`config.mk`:
```
export PLATFORM = sky130hd
export DESIGN_NAME = wdt_core
export DESIGN_NICKNAME = d
export VERILOG_FILES = /design/src/wdt_pkg.sv /design/src/wdt_tick_if.sv /design/src/wdt_core.sv /design/src/wdt_tick_gen.sv
export SDC_FILE = /design/constraint.sdc
export NUM_CORES = 1
export LEC_CHECK = 0
export ABC_AREA = 0
export ABC_CLOCK_PERIOD_IN_PS = 4100
export BUFFER_PORTS_ARGS = -buffer_cell sky130_fd_sc_hd__buf_2
export CORE_UTILIZATION = 54
export DETAILED_ROUTE_END_ITERATION = 10
export PLACE_DENSITY = 0.85
export SYNTH_ARGS = -nofsm -noshare
export SYNTH_HDL_FRONTEND = slang
export SYNTH_SLANG_ARGS = --single-unit
```
`constraint.sdc`:
```
create_clock -name clk_i -period 4.1 [get_ports clk_i]
set_clock_uncertainty 0.2 [all_clocks]
set_input_delay 0.205 -clock clk_i [delete_from_list [all_inputs] [get_ports clk_i]]
set_output_delay 0.205 -clock clk_i [all_outputs]
set_load 0.02 [all_outputs]
```
`src/wdt_pkg.sv`:
```
/*
 Constants and types shared by the watchdog unit: register offsets, field
 positions, reset values, key codes and divider ratios.
 Assumes a 32-bit Avalon-MM register bus with word-aligned registers.
*/
package wdt_pkg;

	// Byte offsets of the registers
	localparam logic [3:0]  OFS_CLOCK_CONTROL = 4'h0;
	localparam logic [3:0]  OFS_CONTROL       = 4'h4;
	localparam logic [3:0]  OFS_PROTECT_KEY   = 4'h8;

	// Clock control fields
	localparam int          POS_DEBUG_RUN     = 8;
	localparam int          POS_DIV_LO        = 4;
	localparam int          POS_SRC_LO        = 0;

	// Control fields
	localparam int          POS_ACTION        = 9;
	localparam int          POS_STATUS        = 8;
	localparam int          POS_CLEAR         = 4;
	localparam int          POS_RUN_LO        = 0;

	// Key codes and reset values
	localparam logic [15:0] UNLOCK_KEY        = 16'h0096;
	localparam logic [3:0]  RUN_STOP_CODE     = 4'ha;
	localparam logic [3:0]  RUN_READ_RUNNING  = 4'h0;
	localparam logic [1:0]  DIV_RESET         = 2'h0;
	localparam logic [1:0]  SRC_RESET         = 2'h0;

	// Clock source codes
	localparam logic [1:0]  SRC_INTERNAL      = 2'h0;
	localparam logic [1:0]  SRC_LOW_SPEED     = 2'h1;
	localparam logic [1:0]  SRC_HIGH_SPEED    = 2'h2;
	localparam logic [1:0]  SRC_EXTERNAL      = 2'h3;

	// Prescaler widths: 2048..16384 and 128
	localparam int          PRESCALE_W        = 14;
	localparam int          DIV_BASE_LOG2     = 11;
	localparam int          LOW_SPEED_LOG2    = 7;

	// Counter width: overflow after 1024 ticks
	localparam int          COUNT_W           = 10;

	typedef logic [COUNT_W-1:0] count_t;

endpackage

```
`src/wdt_tick_if.sv`:
```
/*
 Interface carrying the counter clock selection and the resulting tick from
 the source selector to the watchdog core.
 Assumes one clock domain; the tick is a single-cycle enable.
*/
`timescale 1ns/1ps
interface wdt_tick_if;
	logic [1:0] src_sel;
	logic [1:0] div_sel;
	logic       gate_open;
	logic       tick;

	modport selector
	(
		input  src_sel,
		input  div_sel,
		input  gate_open,
		output tick
	);

	modport core
	(
		output src_sel,
		output div_sel,
		output gate_open,
		input  tick
	);
endinterface

```
`src/wdt_core.sv`:
```
/*
 Watchdog unit: protected control registers on an Avalon-MM slave, a
 10-bit overflow counter, and overflow delivery as reset or NMI request.
 Assumes oscillator strobes are synchronous to clk_i, protection state comes
 from the protection key register held here, and halt/sleep need no gating.
*/
`timescale 1ns/1ps
module wdt_core
	import wdt_pkg::*;
#(
	parameter logic [3:0] SOURCE_PRESENT = 4'hf
)
(
	input  wire logic        clk_i,
	input  wire logic        rst_n_i,
	input  wire logic [3:0]  avs_address_i,
	input  wire logic        avs_read_i,
	input  wire logic        avs_write_i,
	input  wire logic [31:0] avs_writedata_i,
	input  wire logic [3:0]  avs_byteenable_i,
	output logic      [31:0] avs_readdata_o,
	output logic             avs_waitrequest_o,
	input  wire logic        debug_mode_i,
	input  wire logic        internal_osc_i,
	input  wire logic        low_speed_osc_i,
	input  wire logic        high_speed_osc_i,
	input  wire logic        external_clk_i,
	output logic             system_reset_req_o,
	output logic             nmi_req_o,
	output logic             unlocked_o
);

	wdt_tick_if tk ();

	// Register state
	logic        debug_run_reg,   debug_run_next;
	logic [1:0]  div_reg,         div_next;
	logic [1:0]  src_reg,         src_next;
	logic        action_reg,      action_next;
	logic        status_reg,      status_next;
	logic [3:0]  run_reg,         run_next;
	logic        unlocked_reg,    unlocked_next;
	count_t      count_reg,       count_next;
	logic        rst_req_reg,     rst_req_next;
	logic        nmi_req_reg,     nmi_req_next;
	logic [31:0] rdata_reg,       rdata_next;
	logic        ack_reg,         ack_next;

	// Decoded bus strobes
	logic        req;
	logic        wr_ctl;
	logic        wr_clk;
	logic        wr_key;
	logic        clear_cmd;
	logic        running;
	logic        overflow;
	logic [15:0] wlow;
	logic [3:0]  run_view;

	////////////////////////////////////////////////////////////////////////
	// Tick generator
	assign tk.src_sel   = src_reg;
	assign tk.div_sel   = div_reg;
	assign tk.gate_open = !debug_mode_i || debug_run_reg;

	wdt_tick_gen i_wdt_tick_gen
	(
		.clk_i            (clk_i),
		.rst_n_i          (rst_n_i),
		.internal_osc_i   (internal_osc_i),
		.low_speed_osc_i  (low_speed_osc_i),
		.high_speed_osc_i (high_speed_osc_i),
		.external_clk_i   (external_clk_i),
		.tk               (tk.selector)
	);

	////////////////////////////////////////////////////////////////////////
	// Bus decode; one wait state so every access answers on its second edge
	always_comb
	begin
		req       = (avs_read_i || avs_write_i) && !ack_reg;
		wlow      = avs_writedata_i[15:0];
		wr_ctl    = req && avs_write_i && (avs_address_i == OFS_CONTROL)
		            && unlocked_reg && avs_byteenable_i[0] && avs_byteenable_i[1];
		wr_clk    = req && avs_write_i && (avs_address_i == OFS_CLOCK_CONTROL)
		            && unlocked_reg && avs_byteenable_i[0] && avs_byteenable_i[1];
		wr_key    = req && avs_write_i && (avs_address_i == OFS_PROTECT_KEY)
		            && avs_byteenable_i[0] && avs_byteenable_i[1];
		clear_cmd = wr_ctl && wlow[POS_CLEAR]; // Zero written here is ignored
		running   = (run_reg != RUN_STOP_CODE);
		overflow  = running && tk.tick && (count_reg == '1);
		run_view  = running ? RUN_READ_RUNNING : RUN_STOP_CODE;
	end

	assign avs_waitrequest_o = (avs_read_i || avs_write_i) && !ack_reg;

	////////////////////////////////////////////////////////////////////////
	// Register next-state
	always_comb
	begin
		debug_run_next = debug_run_reg;
		div_next       = div_reg;
		src_next       = src_reg;
		action_next    = action_reg;
		run_next       = run_reg;
		unlocked_next  = unlocked_reg;
		if (wr_key)
		begin
			unlocked_next = (wlow == UNLOCK_KEY); // Any other value relocks
		end
		if (wr_clk)
		begin
			debug_run_next = wlow[POS_DEBUG_RUN];
			div_next       = wlow[POS_DIV_LO +: 2];
			// Only implemented sources are accepted
			if (SOURCE_PRESENT[wlow[POS_SRC_LO +: 2]])
			begin
				src_next = wlow[POS_SRC_LO +: 2];
			end
		end
		if (wr_ctl)
		begin
			action_next = wlow[POS_ACTION];
			run_next    = wlow[POS_RUN_LO +: 4];
		end
	end

	////////////////////////////////////////////////////////////////////////
	// Counter, status flag and overflow requests
	always_comb
	begin
		count_next   = count_reg;
		status_next  = status_reg;
		rst_req_next = 1'b0;
		nmi_req_next = 1'b0;
		// Counts every tick while the run field is not the stop code; halt and sleep do not gate it
		if (running && tk.tick)
		begin
			count_next = count_reg + 1'b1; // Wraps to zero after overflow
		end
		if (overflow)
		begin
			if (action_reg)
			begin
				nmi_req_next = 1'b1;
				status_next  = 1'b1;
			end
			else
			begin
				rst_req_next = 1'b1;
			end
		end
		// Clear wins over a same-cycle tick: new full period starts
		if (clear_cmd)
		begin
			count_next = '0;
			// An NMI-mode overflow in the same cycle keeps the flag set
			status_next = overflow && action_reg;
		end
	end

	////////////////////////////////////////////////////////////////////////
	// Read data mux
	always_comb
	begin
		rdata_next = rdata_reg;
		ack_next   = req;
		if (req && avs_read_i)
		begin
			unique case (avs_address_i)
				OFS_CLOCK_CONTROL:
					rdata_next = {23'h00_0000, debug_run_reg, 2'h0, div_reg, 2'h0, src_reg};
				OFS_CONTROL: // Clear bit always reads zero
					rdata_next = {22'h00_0000, action_reg, status_reg, 4'h0, run_view};
				OFS_PROTECT_KEY:
					rdata_next = {31'h0000_0000, unlocked_reg};
				default:
					rdata_next = 32'h0000_0000; // Unmapped reads zero
			endcase
		end
	end

	////////////////////////////////////////////////////////////////////////
	// State registers
	always_ff @(posedge clk_i or negedge rst_n_i)
	begin
		if (!rst_n_i)
		begin
			debug_run_reg <= 1'b0;
			div_reg       <= DIV_RESET;
			src_reg       <= SRC_RESET;
			action_reg    <= 1'b0;
			status_reg    <= 1'b0;
			run_reg       <= RUN_STOP_CODE; // Comes out of reset stopped
			unlocked_reg  <= 1'b0;
			count_reg     <= '0;
			rst_req_reg   <= 1'b0;
			nmi_req_reg   <= 1'b0;
			rdata_reg     <= 32'h0000_0000;
			ack_reg       <= 1'b0;
		end
		else
		begin
			debug_run_reg <= debug_run_next;
			div_reg       <= div_next;
			src_reg       <= src_next;
			action_reg    <= action_next;
			status_reg    <= status_next;
			run_reg       <= run_next;
			unlocked_reg  <= unlocked_next;
			count_reg     <= count_next;
			rst_req_reg   <= rst_req_next;
			nmi_req_reg   <= nmi_req_next;
			rdata_reg     <= rdata_next;
			ack_reg       <= ack_next;
		end
	end

	// Outputs
	assign avs_readdata_o     = rdata_reg;
	assign system_reset_req_o = rst_req_reg;
	assign nmi_req_o          = nmi_req_reg;
	assign unlocked_o         = unlocked_reg;

endmodule

```
`src/wdt_tick_gen.sv`:
```
/*
 Counter clock generator: detects rising edges of the chosen oscillator
 strobe and divides them into one-cycle ticks for the watchdog counter.
 Assumes the oscillator inputs are slow levels synchronous to clk_i.
*/
`timescale 1ns/1ps
module wdt_tick_gen
	import wdt_pkg::*;
(
	input  wire logic clk_i,
	input  wire logic rst_n_i,
	input  wire logic internal_osc_i,
	input  wire logic low_speed_osc_i,
	input  wire logic high_speed_osc_i,
	input  wire logic external_clk_i,
	wdt_tick_if.selector tk
);

	logic                  osc_sel;
	logic                  osc_prev_reg;
	logic                  osc_prev_next;
	logic                  edge_seen;
	logic [PRESCALE_W-1:0] pre_reg;
	logic [PRESCALE_W-1:0] pre_next;
	logic [PRESCALE_W-1:0] pre_mask;

	////////////////////////////////////////////////////////////////////////
	// Source mux and division mask
	always_comb
	begin
		osc_sel  = internal_osc_i;
		pre_mask = '0;
		unique case (tk.src_sel)
			SRC_INTERNAL:
			begin
				osc_sel  = internal_osc_i;
				pre_mask = PRESCALE_W'((1 << (DIV_BASE_LOG2 + int'(tk.div_sel))) - 1);
			end
			SRC_LOW_SPEED:
			begin
				osc_sel  = low_speed_osc_i;
				pre_mask = PRESCALE_W'((1 << LOW_SPEED_LOG2) - 1);
			end
			SRC_HIGH_SPEED:
			begin
				osc_sel  = high_speed_osc_i;
				pre_mask = PRESCALE_W'((1 << (DIV_BASE_LOG2 + int'(tk.div_sel))) - 1);
			end
			SRC_EXTERNAL:
			begin
				osc_sel  = external_clk_i;
				pre_mask = '0; // Divide by one
			end
		endcase
	end

	////////////////////////////////////////////////////////////////////////
	// Edge detect and prescaler; a stopped source produces no edges
	always_comb
	begin
		osc_prev_next = osc_sel;
		edge_seen     = osc_sel & ~osc_prev_reg;
		pre_next      = pre_reg;
		tk.tick       = 1'b0;
		if (edge_seen && tk.gate_open) // Debug gate withholds the clock
		begin
			if ((pre_reg & pre_mask) == pre_mask)
			begin
				pre_next = '0;
				tk.tick  = 1'b1;
			end
			else
			begin
				pre_next = pre_reg + 1'b1;
			end
		end
	end

	always_ff @(posedge clk_i or negedge rst_n_i)
	begin
		if (!rst_n_i)
		begin
			osc_prev_reg <= 1'b0;
			pre_reg      <= '0;
		end
		else
		begin
			osc_prev_reg <= osc_prev_next;
			pre_reg      <= pre_next;
		end
	end

endmodule

```
==> results.py, run 1 <==
metrics = {
    "run_status": {
        "status": "complete, but fails checks",
        "failed_checks": "DRC",
    },
    "min_path": {
        "min_from": "avs_address_i[0]",
        "worstHoldEndpoint": "avs_readdata_o[0]",
        "min_path_type": "in -> reg",
        "min_delay_path_depth": 4,
    },
    "drt": {
        "via_per_inst": 5.76,
        "vias": 2143,
        "wirelength_mm": 5.69,
        "drt_pass1_iterations": 7,
        "routedWlPerCell_um": 15.3,
        "drtIter0Drc": 196,
        "drtAntennaViolNets": 0,
        "drc": 15,
    },
    "final_layout": {
        "syn2layout_area_growth_pct": 16.3,
        "fin_util_pct": 66.7,
        "mostFrequentLayoutCell": "dfrtp_1",
        "drive_above_1_share_pct": 20.6,
        "mostFrequentLayoutCells": "45 x dfrtp_1, 41 x buf_2, 29 x nand2_1, 27 x conb_1, 19 x nor2_1",
        "nFillCells": 345,
        "multi_input_area_um2": 1230,
        "antenna_cells": 0,
        "fin_nets": 371,
        "largest_register_ff_count": 14,
        "register_area_um2": 1180,
    },
    "floorplan": {
        "rows": 24,
        "initial_utilization_pct": 57.3,
        "fp.dieArea_um2": 5000,
        "dieWidth_um": 70.7,
        "io_pins": 85,
        "core_region_area_um2": 4440,
        "die_h_um": 70.7,
    },
    "global_route": {
        "first_global_vias": 2017,
        "gr-usage-all-layers_pct": 25.3,
        "grt_pass1_wl_mm": 9.63,
        "antenna_found_initial": 0,
        "grt_max_degree": 48,
        "grt_remaining_overflow": 0,
    },
    "synth": {
        "ys_types": 52,
        "yosys_warnings": 0,
        "syn_area_um2": 2550,
        "yosys-mux-area-fraction_pct": 6.09,
        "synth_top_area_share_pct": 44.2,
        "synthAdderAreaFrac_pct": 1.47,
        "dominantRegCellSynth": "dfrtp_1",
        "ys_ff_latch": 47,
        "synth-compound-area-share_pct": 12.3,
        "yosysSeqAreaShare_pct": 46.2,
        "avgSynthCellArea_um2": 9.77,
        "ys_async_sr_fraction_pct": 100,
        "synth_edf_count": 0,
        "postSynthCellCount": 261,
        "yosys.area.top_type": "dfrtp_1",
        "yosys-top-cells-area": "dfrtp_1 44%, buf_4 7.4%, mux2_2 4.4%, nand2_1 4.3%, o21ai_0 3.5%",
        "synth_top_family_by_area": "simple AND/OR/NAND/NOR gates",
        "synthXorXnorAreaFrac_pct": 1.72,
        "synth-simple-area-share_pct": 22.6,
    },
    "timing": {
        "slew_headroom_pct": 34.3,
        "timing_worst_slew_pin_value_ns": 0.986,
        "finalSetupTns_ns": 0,
        "finalSetupViolations": 0,
        "finalCriticalPeriod_ns": 2.69,
        "timing.fmax_ghz": 0.371,
        "fin_crit_sh_pct": 65.7,
        "rsz0062_at_grt": "no",
        "slew_violations": 0,
        "finalHoldViolCount": 0,
    },
    "cts": {
        "htree_levels": 2,
        "numCtsBuffers": 5,
        "tritoncts": "built",
        "post_cts_buffers": 0,
        "clock_sinks": 47,
        "root_buffer": "clkbuf_8",
        "path_clk_slew_ns": 0.09,
        "clock_latency_ns": 0.31,
        "clock_path_buffers": 2,
    },
    "worst_setup_path": {
        "r2r-end": "count_reg[6]",
        "setup.worst_path.class": "reg -> reg",
        "cp.required_ns": 4.14,
        "cp_common_cell": "or3_1",
        "cp_top_family": "simple AND/OR/NAND/NOR gates",
        "slowest_delay_ns": 0.58,
        "critPathLaunchType": "register",
        "r2r_cells": 5,
        "path_max_fanout": 23,
        "cp_cell_sequence": "mux4_2 > nand3b_1 > or3_1 > or3_1 > a21oi_1",
        "worstReg2RegStart": "src_reg[1]",
        "crit_arrival_ns": 2.73,
        "end_kind": "register",
        "crit_slowest_cell": "or3_1",
        "worst-path-buf-inv": 0,
        "r2r_setup_slack_ns": 1.41,
    },
    "place": {
        "numPortBuffers": 41,
        "dp_hpwl_mm": 3.87,
        "gp_congestion": 0.871,
    },
    "power_and_ir_drop": {
        "leakagePower_nw": 1.37,
        "peakVddDrop_mv": 0.300,
        "power_density_nw_per_um2": 327,
    },
    "flow_run": {
        "drv_cap": 0,
    },
}
-- area by class of cell --
type,instances,area share (%)
multi-input cells,204,41.4
flip-flops and latches,47,39.7
repair buffers,57,12.2
clock buffers,5,2.32
well taps,52,2.19
clock inverters,3,1.60
inverters,4,0.506
-- how the worst max path moves through the flow --
stage	from	endpoint	slack [ns]	cells after the start
global placement	src_reg[1]	count_reg[6]	1.45	5
global route	i_wdt_tick_gen.pre_reg[0]	i_wdt_tick_gen.pre_reg[11]	1.25	5
floorplan	i_wdt_tick_gen.pre_reg[0]	count_reg[5]	1.93	7
finish	src_reg[1]	count_reg[6]	1.41	5
CTS	src_reg[1]	count_reg[6]	1.41	5
detailed placement	src_reg[1]	count_reg[6]	1.43	5
-- power breakdown --
part | internal, mW | total [mW] | switching (mW)
Clock | 0.185 | 0.348 | 0.163
Combinational | 0.0452 | 0.111 | 0.0658
Sequential | 0.486 | 0.510 | 0.0240
-- cell families after synthesis --
logic type | after synthesis
AOI/OAI and AO/OA | 50
muxes | 13
buffers and inverters | 35
xor gates and xnor gates | 5
DFF | 47
adders and majority gates | 3
and+or+nand+nor | 106
other | 2
-- cell usage after synthesis (all sizes together) (3+ instances only) --
master	instances
dfrtp	45
o31ai	8
buf	30
ha	3
mux2	10
nor3	5
or3	3
or4	4
a22o	3
a21oi	10
nand2b	6
nand3	11
and3	4
nand2	30
nor4	4
nor2	19
o21ai	18
xnor2	4
nand4	6
inv	4
-- routing by layer --
| metal | part of all wire, % | track usage [%] | up-vias |
|---|---|---|---|
| met3 | 5.7 | 5.56 | 19 |
| met4 | 3.9 | 12.2 | 0 |
| met5 | 0 | 0 | - |
| li1 | - | - | 1007 |
| met1 | 40 | 32.1 | 1022 |
| met2 | 50 | 41.6 | 95 |
-- worst reg2reg max path: stages (launching register included) --
cell and delay [ns]:
dfrtp_1 0.45, mux4_2 0.39, nand3b_1 0.55, or3_1 0.58, or3_1 0.31, a21oi_1 0.14
-- stage by stage --
stage | hold WS (ns) | setup slack, ns | cells | power (mW) | cell area (µm²)
floorplan | -0.291 | 1.93 | 286 | 0.596 | 2640
global placement | 0.232 | 1.45 | 349 | 0.614 | 2700
detailed placement | 0.240 | 1.43 | 349 | 0.618 | 2700
CTS | 0.00269 | 1.41 | 372 | 0.973 | 2970
global route | 0.0272 | 1.25 | 372 | 1.02 | 2970
finish | 0.0227 | 1.41 | 372 | 0.969 | 2970
-- timing repair --
item / 4_1_cts / 5_1_grt
endpoints found under the hold margin: 58 / 0
resized for setup: 0 / 0
hold buffers: 15 / 0
Note: power is estimated with default switching activity, not from simulation.
==> run 2, diff against run 1 <==
Settings changed: ABC_AREA 0 to 1, ABC_CLOCK_PERIOD_IN_PS 4100 to 2260, CORE_UTILIZATION 54 to 47, PLACE_DENSITY 0.85 to 0.77.
Clock period 4.1 ns to 2.26 ns, I/O delays scaled along.
==> run 2 against run 1 <==
- the run now ends clean
- largest power group unchanged
- first-iteration DRC count is 31% higher
- area after synthesis is 11% higher
- register-to-register slack worse by 1.1 ns
- core utilization is 7.1 points lower
- final cell count is 35% higher
- power is 130% higher
- highest routed layer unchanged
==> results.py, run 2 <==
metrics = {
    "timing": {
        "timing.fmax_ghz": 0.483,
        "finalSetupTns_ns": 0,
        "finalCriticalPeriod_ns": 2.07,
        "slew_violations": 0,
        "timing_worst_slew_pin_value_ns": 0.607,
        "rsz0062_at_grt": "no",
        "slew_headroom_pct": 59.6,
        "finalHoldViolCount": 0,
        "finalSetupViolations": 0,
        "fin_crit_sh_pct": 91.5,
    },
    "synth": {
        "synth_edf_count": 0,
        "yosysMostFrequentCell": "nand2_1",
        "syn_area_um2": 2840,
        "synth_top_area_share_pct": 39.6,
        "dominantRegCellSynth": "dfrtp_1",
        "yosys.area.top_type": "dfrtp_1",
        "yosys_warnings": 0,
        "yosysSeqAreaShare_pct": 41.5,
        "ys_async_sr_fraction_pct": 100,
        "avgSynthCellArea_um2": 7.94,
        "ys_ff_latch": 47,
        "ys_types": 35,
        "yosys-top-cells-area": "dfrtp_1 40%, nand2_1 11%, buf_4 6.6%, inv_1 4.9%, nor2_1 4.9%",
        "synth.top_cells.by_count": "80 x nand2_1, 45 x dfrtp_1, 37 x inv_1, 37 x nor2_1",
        "postSynthCellCount": 358,
    },
    "final_layout": {
        "syn2layout_area_growth_pct": 19.1,
        "fin_util_pct": 59.6,
        "fin_nets": 481,
        "fin_cells": 502,
        "drive_above_1_share_pct": 19.5,
        "largest_register_ff_count": 14,
        "mostFrequentLayoutCell": "nand2_1",
        "mostFrequentLayoutCells": "80 x nand2_1, 44 x dfrtp_1, 41 x buf_2, 37 x nor2_1, 37 x inv_1",
        "antenna_cells": 0,
    },
    "cts": {
        "path_clk_slew_ns": 0.09,
        "numCtsBuffers": 5,
        "clock_latency_ns": 0.31,
        "clock_sinks": 47,
        "post_cts_buffers": 0,
        "root_buffer": "clkbuf_8",
        "htree_levels": 2,
        "tritoncts": "built",
        "clock_path_buffers": 2,
    },
    "global_route": {
        "grt_pass1_wl_mm": 10.9,
        "grt_max_degree": 48,
        "gr-usage-all-layers_pct": 22.4,
        "first_global_vias": 2444,
        "grt_remaining_overflow": 0,
        "antenna_found_initial": 0,
    },
    "power_and_ir_drop": {
        "total_power_mw": 2.21,
        "peakVddDrop_mv": 0.467,
        "leakagePower_nw": 1.70,
        "power_density_nw_per_um2": 652,
    },
    "run_status": {
        "status": "completed",
    },
    "floorplan": {
        "rows": 27,
        "core_region_area_um2": 5680,
        "dieWidth_um": 79.8,
        "die_h_um": 79.8,
        "io_pins": 85,
        "fp.dieArea_um2": 6360,
        "initial_utilization_pct": 50.1,
    },
    "min_path": {
        "min_path_type": "in -> reg",
        "worstHoldEndpoint": "i_wdt_tick_gen.pre_reg[0]",
        "min_from": "debug_mode_i",
        "min_delay_path_depth": 5,
    },
    "worst_setup_path": {
        "setup.worst_path.class": "in -> reg",
        "crit_start": "avs_read_i",
        "r2r_setup_slack_ns": 0.26,
        "worst-path-buf-inv": 3,
        "end_kind": "register",
        "cp_cell_sequence": "dlygate4sd3_1 > buf_2 > nor2_1 > nor2_2 > nand4_1 > nor2_2 > nand2_2 > nor2_4 > inv_4 > nand2_4 > nand2_1 > o21ai_1",
        "critPathLaunchType": "input pin",
        "crit_slowest_cell": "dlygate4sd3_1",
        "slowest_delay_ns": 0.52,
        "cp_top_family": "simple AND/OR/NAND/NOR gates",
        "crit_arrival_ns": 2.11,
        "path_max_fanout": 18,
        "worstReg2RegStart": "src_reg[0]",
        "r2r_cells": 10,
        "r2r-end": "count_reg[9]",
        "cp_common_cell": "nor2_2",
        "cp.required_ns": 2.30,
    },
    "place": {
        "dpl.cell_count": 471,
        "gp_congestion": 0.904,
        "dp_hpwl_mm": 4.41,
        "numPortBuffers": 41,
    },
    "drt": {
        "vias": 2524,
        "drtAntennaViolNets": 0,
        "routedWlPerCell_um": 12.8,
        "wirelength_mm": 6.44,
        "drt_pass1_iterations": 4,
        "via_per_inst": 5.03,
        "drtIter0Drc": 256,
        "drc": 0,
    },
    "flow_run": {
        "drv_cap": 0,
    },
}
[run 2: final cells by class]
| class | count | area, µm² |
|---|---|---|
| Clock buffer | 5 | 68.8 |
| Clock inverter | 3 | 43.8 |
| Fill cell | 490 | 2290 |
| Inverter | 41 | 156 |
| Multi-Input combinational cell | 265 | 1370 |
| Sequential cell | 47 | 1180 |
| Tap cell | 72 | 90.1 |
| Timing Repair Buffer | 69 | 473 |
[run 2: cell families after synthesis]
family | count (synthesis) | share of synthesized area [%]
buffers and inverters | 71 | 13.7
flip-flops | 47 | 41.5
AO/OA/AOI/OAI | 34 | 6.78
AND/OR/NAND/NOR | 185 | 31.4
adder cells (fa/ha/maj) | 3 | 1.32
multiplexers | 1 | 0.396
other | 2 | 0.264
XOR/XNOR | 15 | 4.62
[run 2: what timing repair did]
item / CTS / global route
hold endpoints to repair: 61 / 0
gates resized for setup: 0 / 4
setup endpoints to repair: 0 / 10
hold buffers: 23 / 0
[run 2: worst min-delay path: stages]
cell     delay [ns]
buf_2          0.08
nand2_1        0.05
nand2_1        0.09
nor2_4         0.08
o21ai_0        0.13
[run 2: how the worst max path moves through the flow]
stage / to / slack, ns / cells after the start
after detailed placement: count_reg[9] / 0.17 / 9
final: count_reg[9] / 0.19 / 12
after global placement: nmi_req_o / 0.24 / 10
after global routing: count_reg[9] / 0.05 / 12
after floorplan: count_reg[8] / 0.35 / 9
after CTS: count_reg[9] / 0.10 / 12
[run 2: power by group]
part	switching, mW	internal (mW)
clock network	0.304	0.330
logic	0.323	0.191
registers	0.108	0.951
total	0.734	1.47
[run 2: routing by layer]
| metal | share of wire, % | GRT usage [%] | wire length (µm) | vias up |
|---|---|---|---|---|
| met3 | 4.9 | 4.46 | 313 | 21 |
| met2 | 50 | 36.7 | 3220 | 86 |
| met4 | 2.9 | 10.2 | 189 | 0 |
| met5 | 0 | 0 | 0 | - |
| li1 | - | - | - | 1241 |
| met1 | 42 | 28.4 | 2720 | 1176 |
[run 2: stage by stage]
stage	hold slack, ns	area [µm²]	setup slack, ns
6_report	0.0737	3380	0.192
2_1_floorplan	-0.383	2940	0.355
5_1_grt	0.130	3380	0.0535
3_3_place_gp	0.0380	3030	0.235
4_1_cts	0.0754	3380	0.104
3_5_place_dp	0.0496	3030	0.169
==> run 3, diff against run 2 <==
Settings changed: ABC_CLOCK_PERIOD_IN_PS 2260 to 2400, CORE_UTILIZATION 47 to 56, PLACE_DENSITY 0.77 to 0.86, TNS_END_PERCENT from default to 5.
Clock period 2.26 ns to 2.4 ns, I/O delays scaled along.
==> run 3 against run 2 <==
- the run now ends with hold timing left
- final area fell by 2.9%
- non-clock buffer count fell by 10
- flip-flop and latch count did not move
- final cell count fell by 3.0%
- hold slack got worse by 0.075 ns
- first-iteration DRC count fell by 26%
- register-to-register slack got worse by 0.06 ns
- largest cell class unchanged
==> results.py, run 3 (synthesized netlist as in run 2, its figures left out) <==
metrics = {
    "run_status": {
        "status": "complete, but fails checks",
        "failed_checks": "hold timing",
    },
    "cts": {
        "path_clk_slew_ns": 0.10,
        "root_buffer": "clkbuf_8",
        "clock_path_buffers": 2,
        "htree_levels": 2,
        "clock_sinks": 47,
        "clock_latency_ns": 0.32,
        "numCtsBuffers": 5,
        "tritoncts": "built",
    },
    "timing": {
        "finalCriticalPeriod_ns": 2.30,
        "finalHoldViolCount": 1,
        "timing.fmax_ghz": 0.434,
        "slew_violations": 0,
        "fin_hold_ws_ns": -0.00119,
        "rsz0062_at_grt": "yes",
        "slew_headroom_pct": 61.3,
        "timing_worst_slew_pin_value_ns": 0.580,
        "finalSetupViolations": 0,
        "timing.final.ws_setup_ns": 0.0952,
        "fin_crit_sh_pct": 96.0,
    },
    "worst_setup_path": {
        "crit_end": "count_reg[9]",
        "cp.required_ns": 2.44,
        "r2r_cells": 9,
        "setup.worst_path.class": "in -> reg",
        "crit_start": "avs_read_i",
        "worstReg2RegStart": "ack_reg",
        "r2r-end": "count_reg[9]",
        "path_max_fanout": 18,
        "r2r_setup_slack_ns": 0.20,
        "critPathLaunchType": "input pin",
        "crit_arrival_ns": 2.35,
        "end_kind": "register",
    },
    "floorplan": {
        "core_region_area_um2": 4820,
        "rows": 25,
        "dieWidth_um": 73.2,
        "fp.dieArea_um2": 5360,
        "io_pins": 85,
        "initial_utilization_pct": 59.0,
        "die_h_um": 73.2,
    },
    "final_layout": {
        "fin_cells": 487,
        "antenna_cells": 0,
        "mostFrequentLayoutCell": "nand2_1",
        "syn2layout_area_growth_pct": 15.7,
        "drive_above_1_share_pct": 19.3,
        "final_area_um2": 3290,
        "fin_nets": 471,
        "mostFrequentLayoutCells": "80 x nand2_1, 45 x dfrtp_1, 41 x buf_2, 37 x nor2_1, 37 x inv_1",
        "largest_register_ff_count": 14,
    },
    "drt": {
        "drt_pass1_iterations": 5,
        "vias": 2526,
        "drc": 0,
        "via_per_inst": 5.19,
        "routedWlPerCell_um": 13.7,
        "drtAntennaViolNets": 0,
        "wirelength_mm": 6.66,
        "drtIter0Drc": 189,
    },
    "place": {
        "dp_hpwl_mm": 4.34,
        "place_worst_setup_slack_ns": 0.272,
        "placed_area_um2": 3000,
        "numPortBuffers": 41,
        "gp_congestion": 0.894,
        "dpl.cell_count": 463,
    },
    "global_route": {
        "grt_max_degree": 48,
        "antenna_found_initial": 0,
        "grt_pass1_wl_mm": 11.0,
        "gr-usage-all-layers_pct": 27.6,
        "grt_remaining_overflow": 0,
        "first_global_vias": 2412,
    },
    "power_and_ir_drop": {
        "peakVddDrop_mv": 0.453,
        "power_density_nw_per_um2": 633,
        "leakagePower_nw": 1.65,
        "total_power_mw": 2.08,
    },
    "flow_run": {
        "drv_cap": 0,
    },
    "min_path": {
        "min_path_type": "in -> reg",
    },
}
## run 3: cell count changes in the layout (fill, tap and decap cells not counted), sizes merged
cell	change
dlygate4sd3	-7
clkinv	-1
inv	+1
buf	-3
## run 3: metrics by stage
| step | util [%] | setup TNS [ns] |
|---|---|---|
| 2_1_floorplan | - | 0 |
| 3_3_place_gp | 62.4 | 0 |
| 3_5_place_dp | 62.4 | 0 |
| 4_1_cts | 68.3 | 0 |
| 5_1_grt | 68.2 | -0.222 |
| 6_report | 68.2 | 0 |
## run 3: how the worst min path moves through the flow
stage / from / to / slack [ns] / cells past startpoint
4_1_cts: avs_address_i[2] / avs_readdata_o[9] / 0.008 / 3
2_1_floorplan: rst_n_i / ack_reg / -0.38 / 0
3_3_place_gp: rst_n_i / ack_reg / 0.04 / 2
6_report: avs_address_i[2] / avs_readdata_o[9] / -0.001 / 3
5_1_grt: avs_address_i[2] / avs_readdata_o[9] / 0.01 / 3
3_5_place_dp: rst_n_i / ack_reg / 0.05 / 2
## run 3: cell type report
type	instances	area (µm²)
Tap cell	67	83.8
Inverter	41	154
Clock buffer	5	68.8
Timing Repair Buffer	59	380
Fill cell	392	1530
Multi-Input combinational cell	265	1370
Sequential cell	47	1180
Clock inverter	3	47.5
## run 3: repair_timing
item	CTS	global route
resized for setup	0	1
setup buffers	0	0
endpoints found under the setup margin	0	8
hold endpoints to repair	60	0
hold buffers	17	0
## run 3: worst max-delay path: stages
cell           delay, ns
dlygate4sd3_1       0.55
buf_2               0.12
nor2_1              0.05
nor2_2              0.16
nand4_1             0.16
nor2_2              0.16
nand2_2             0.16
nor2_2              0.25
inv_2               0.22
nand2_4             0.23
nand2_1             0.09
o21ai_1             0.08
## run 3: power by group
part | switching, mW | internal [mW]
Sequential | 0.109 | 0.896
Combinational | 0.296 | 0.169
Clock | 0.295 | 0.316
## run 3: routing by layer
layer  GRT usage (%)  share of wire (%)
met5               0                  0
met4            16.8                4.0
met3            4.70                5.3
met2            46.2                 53
met1            33.2                 38
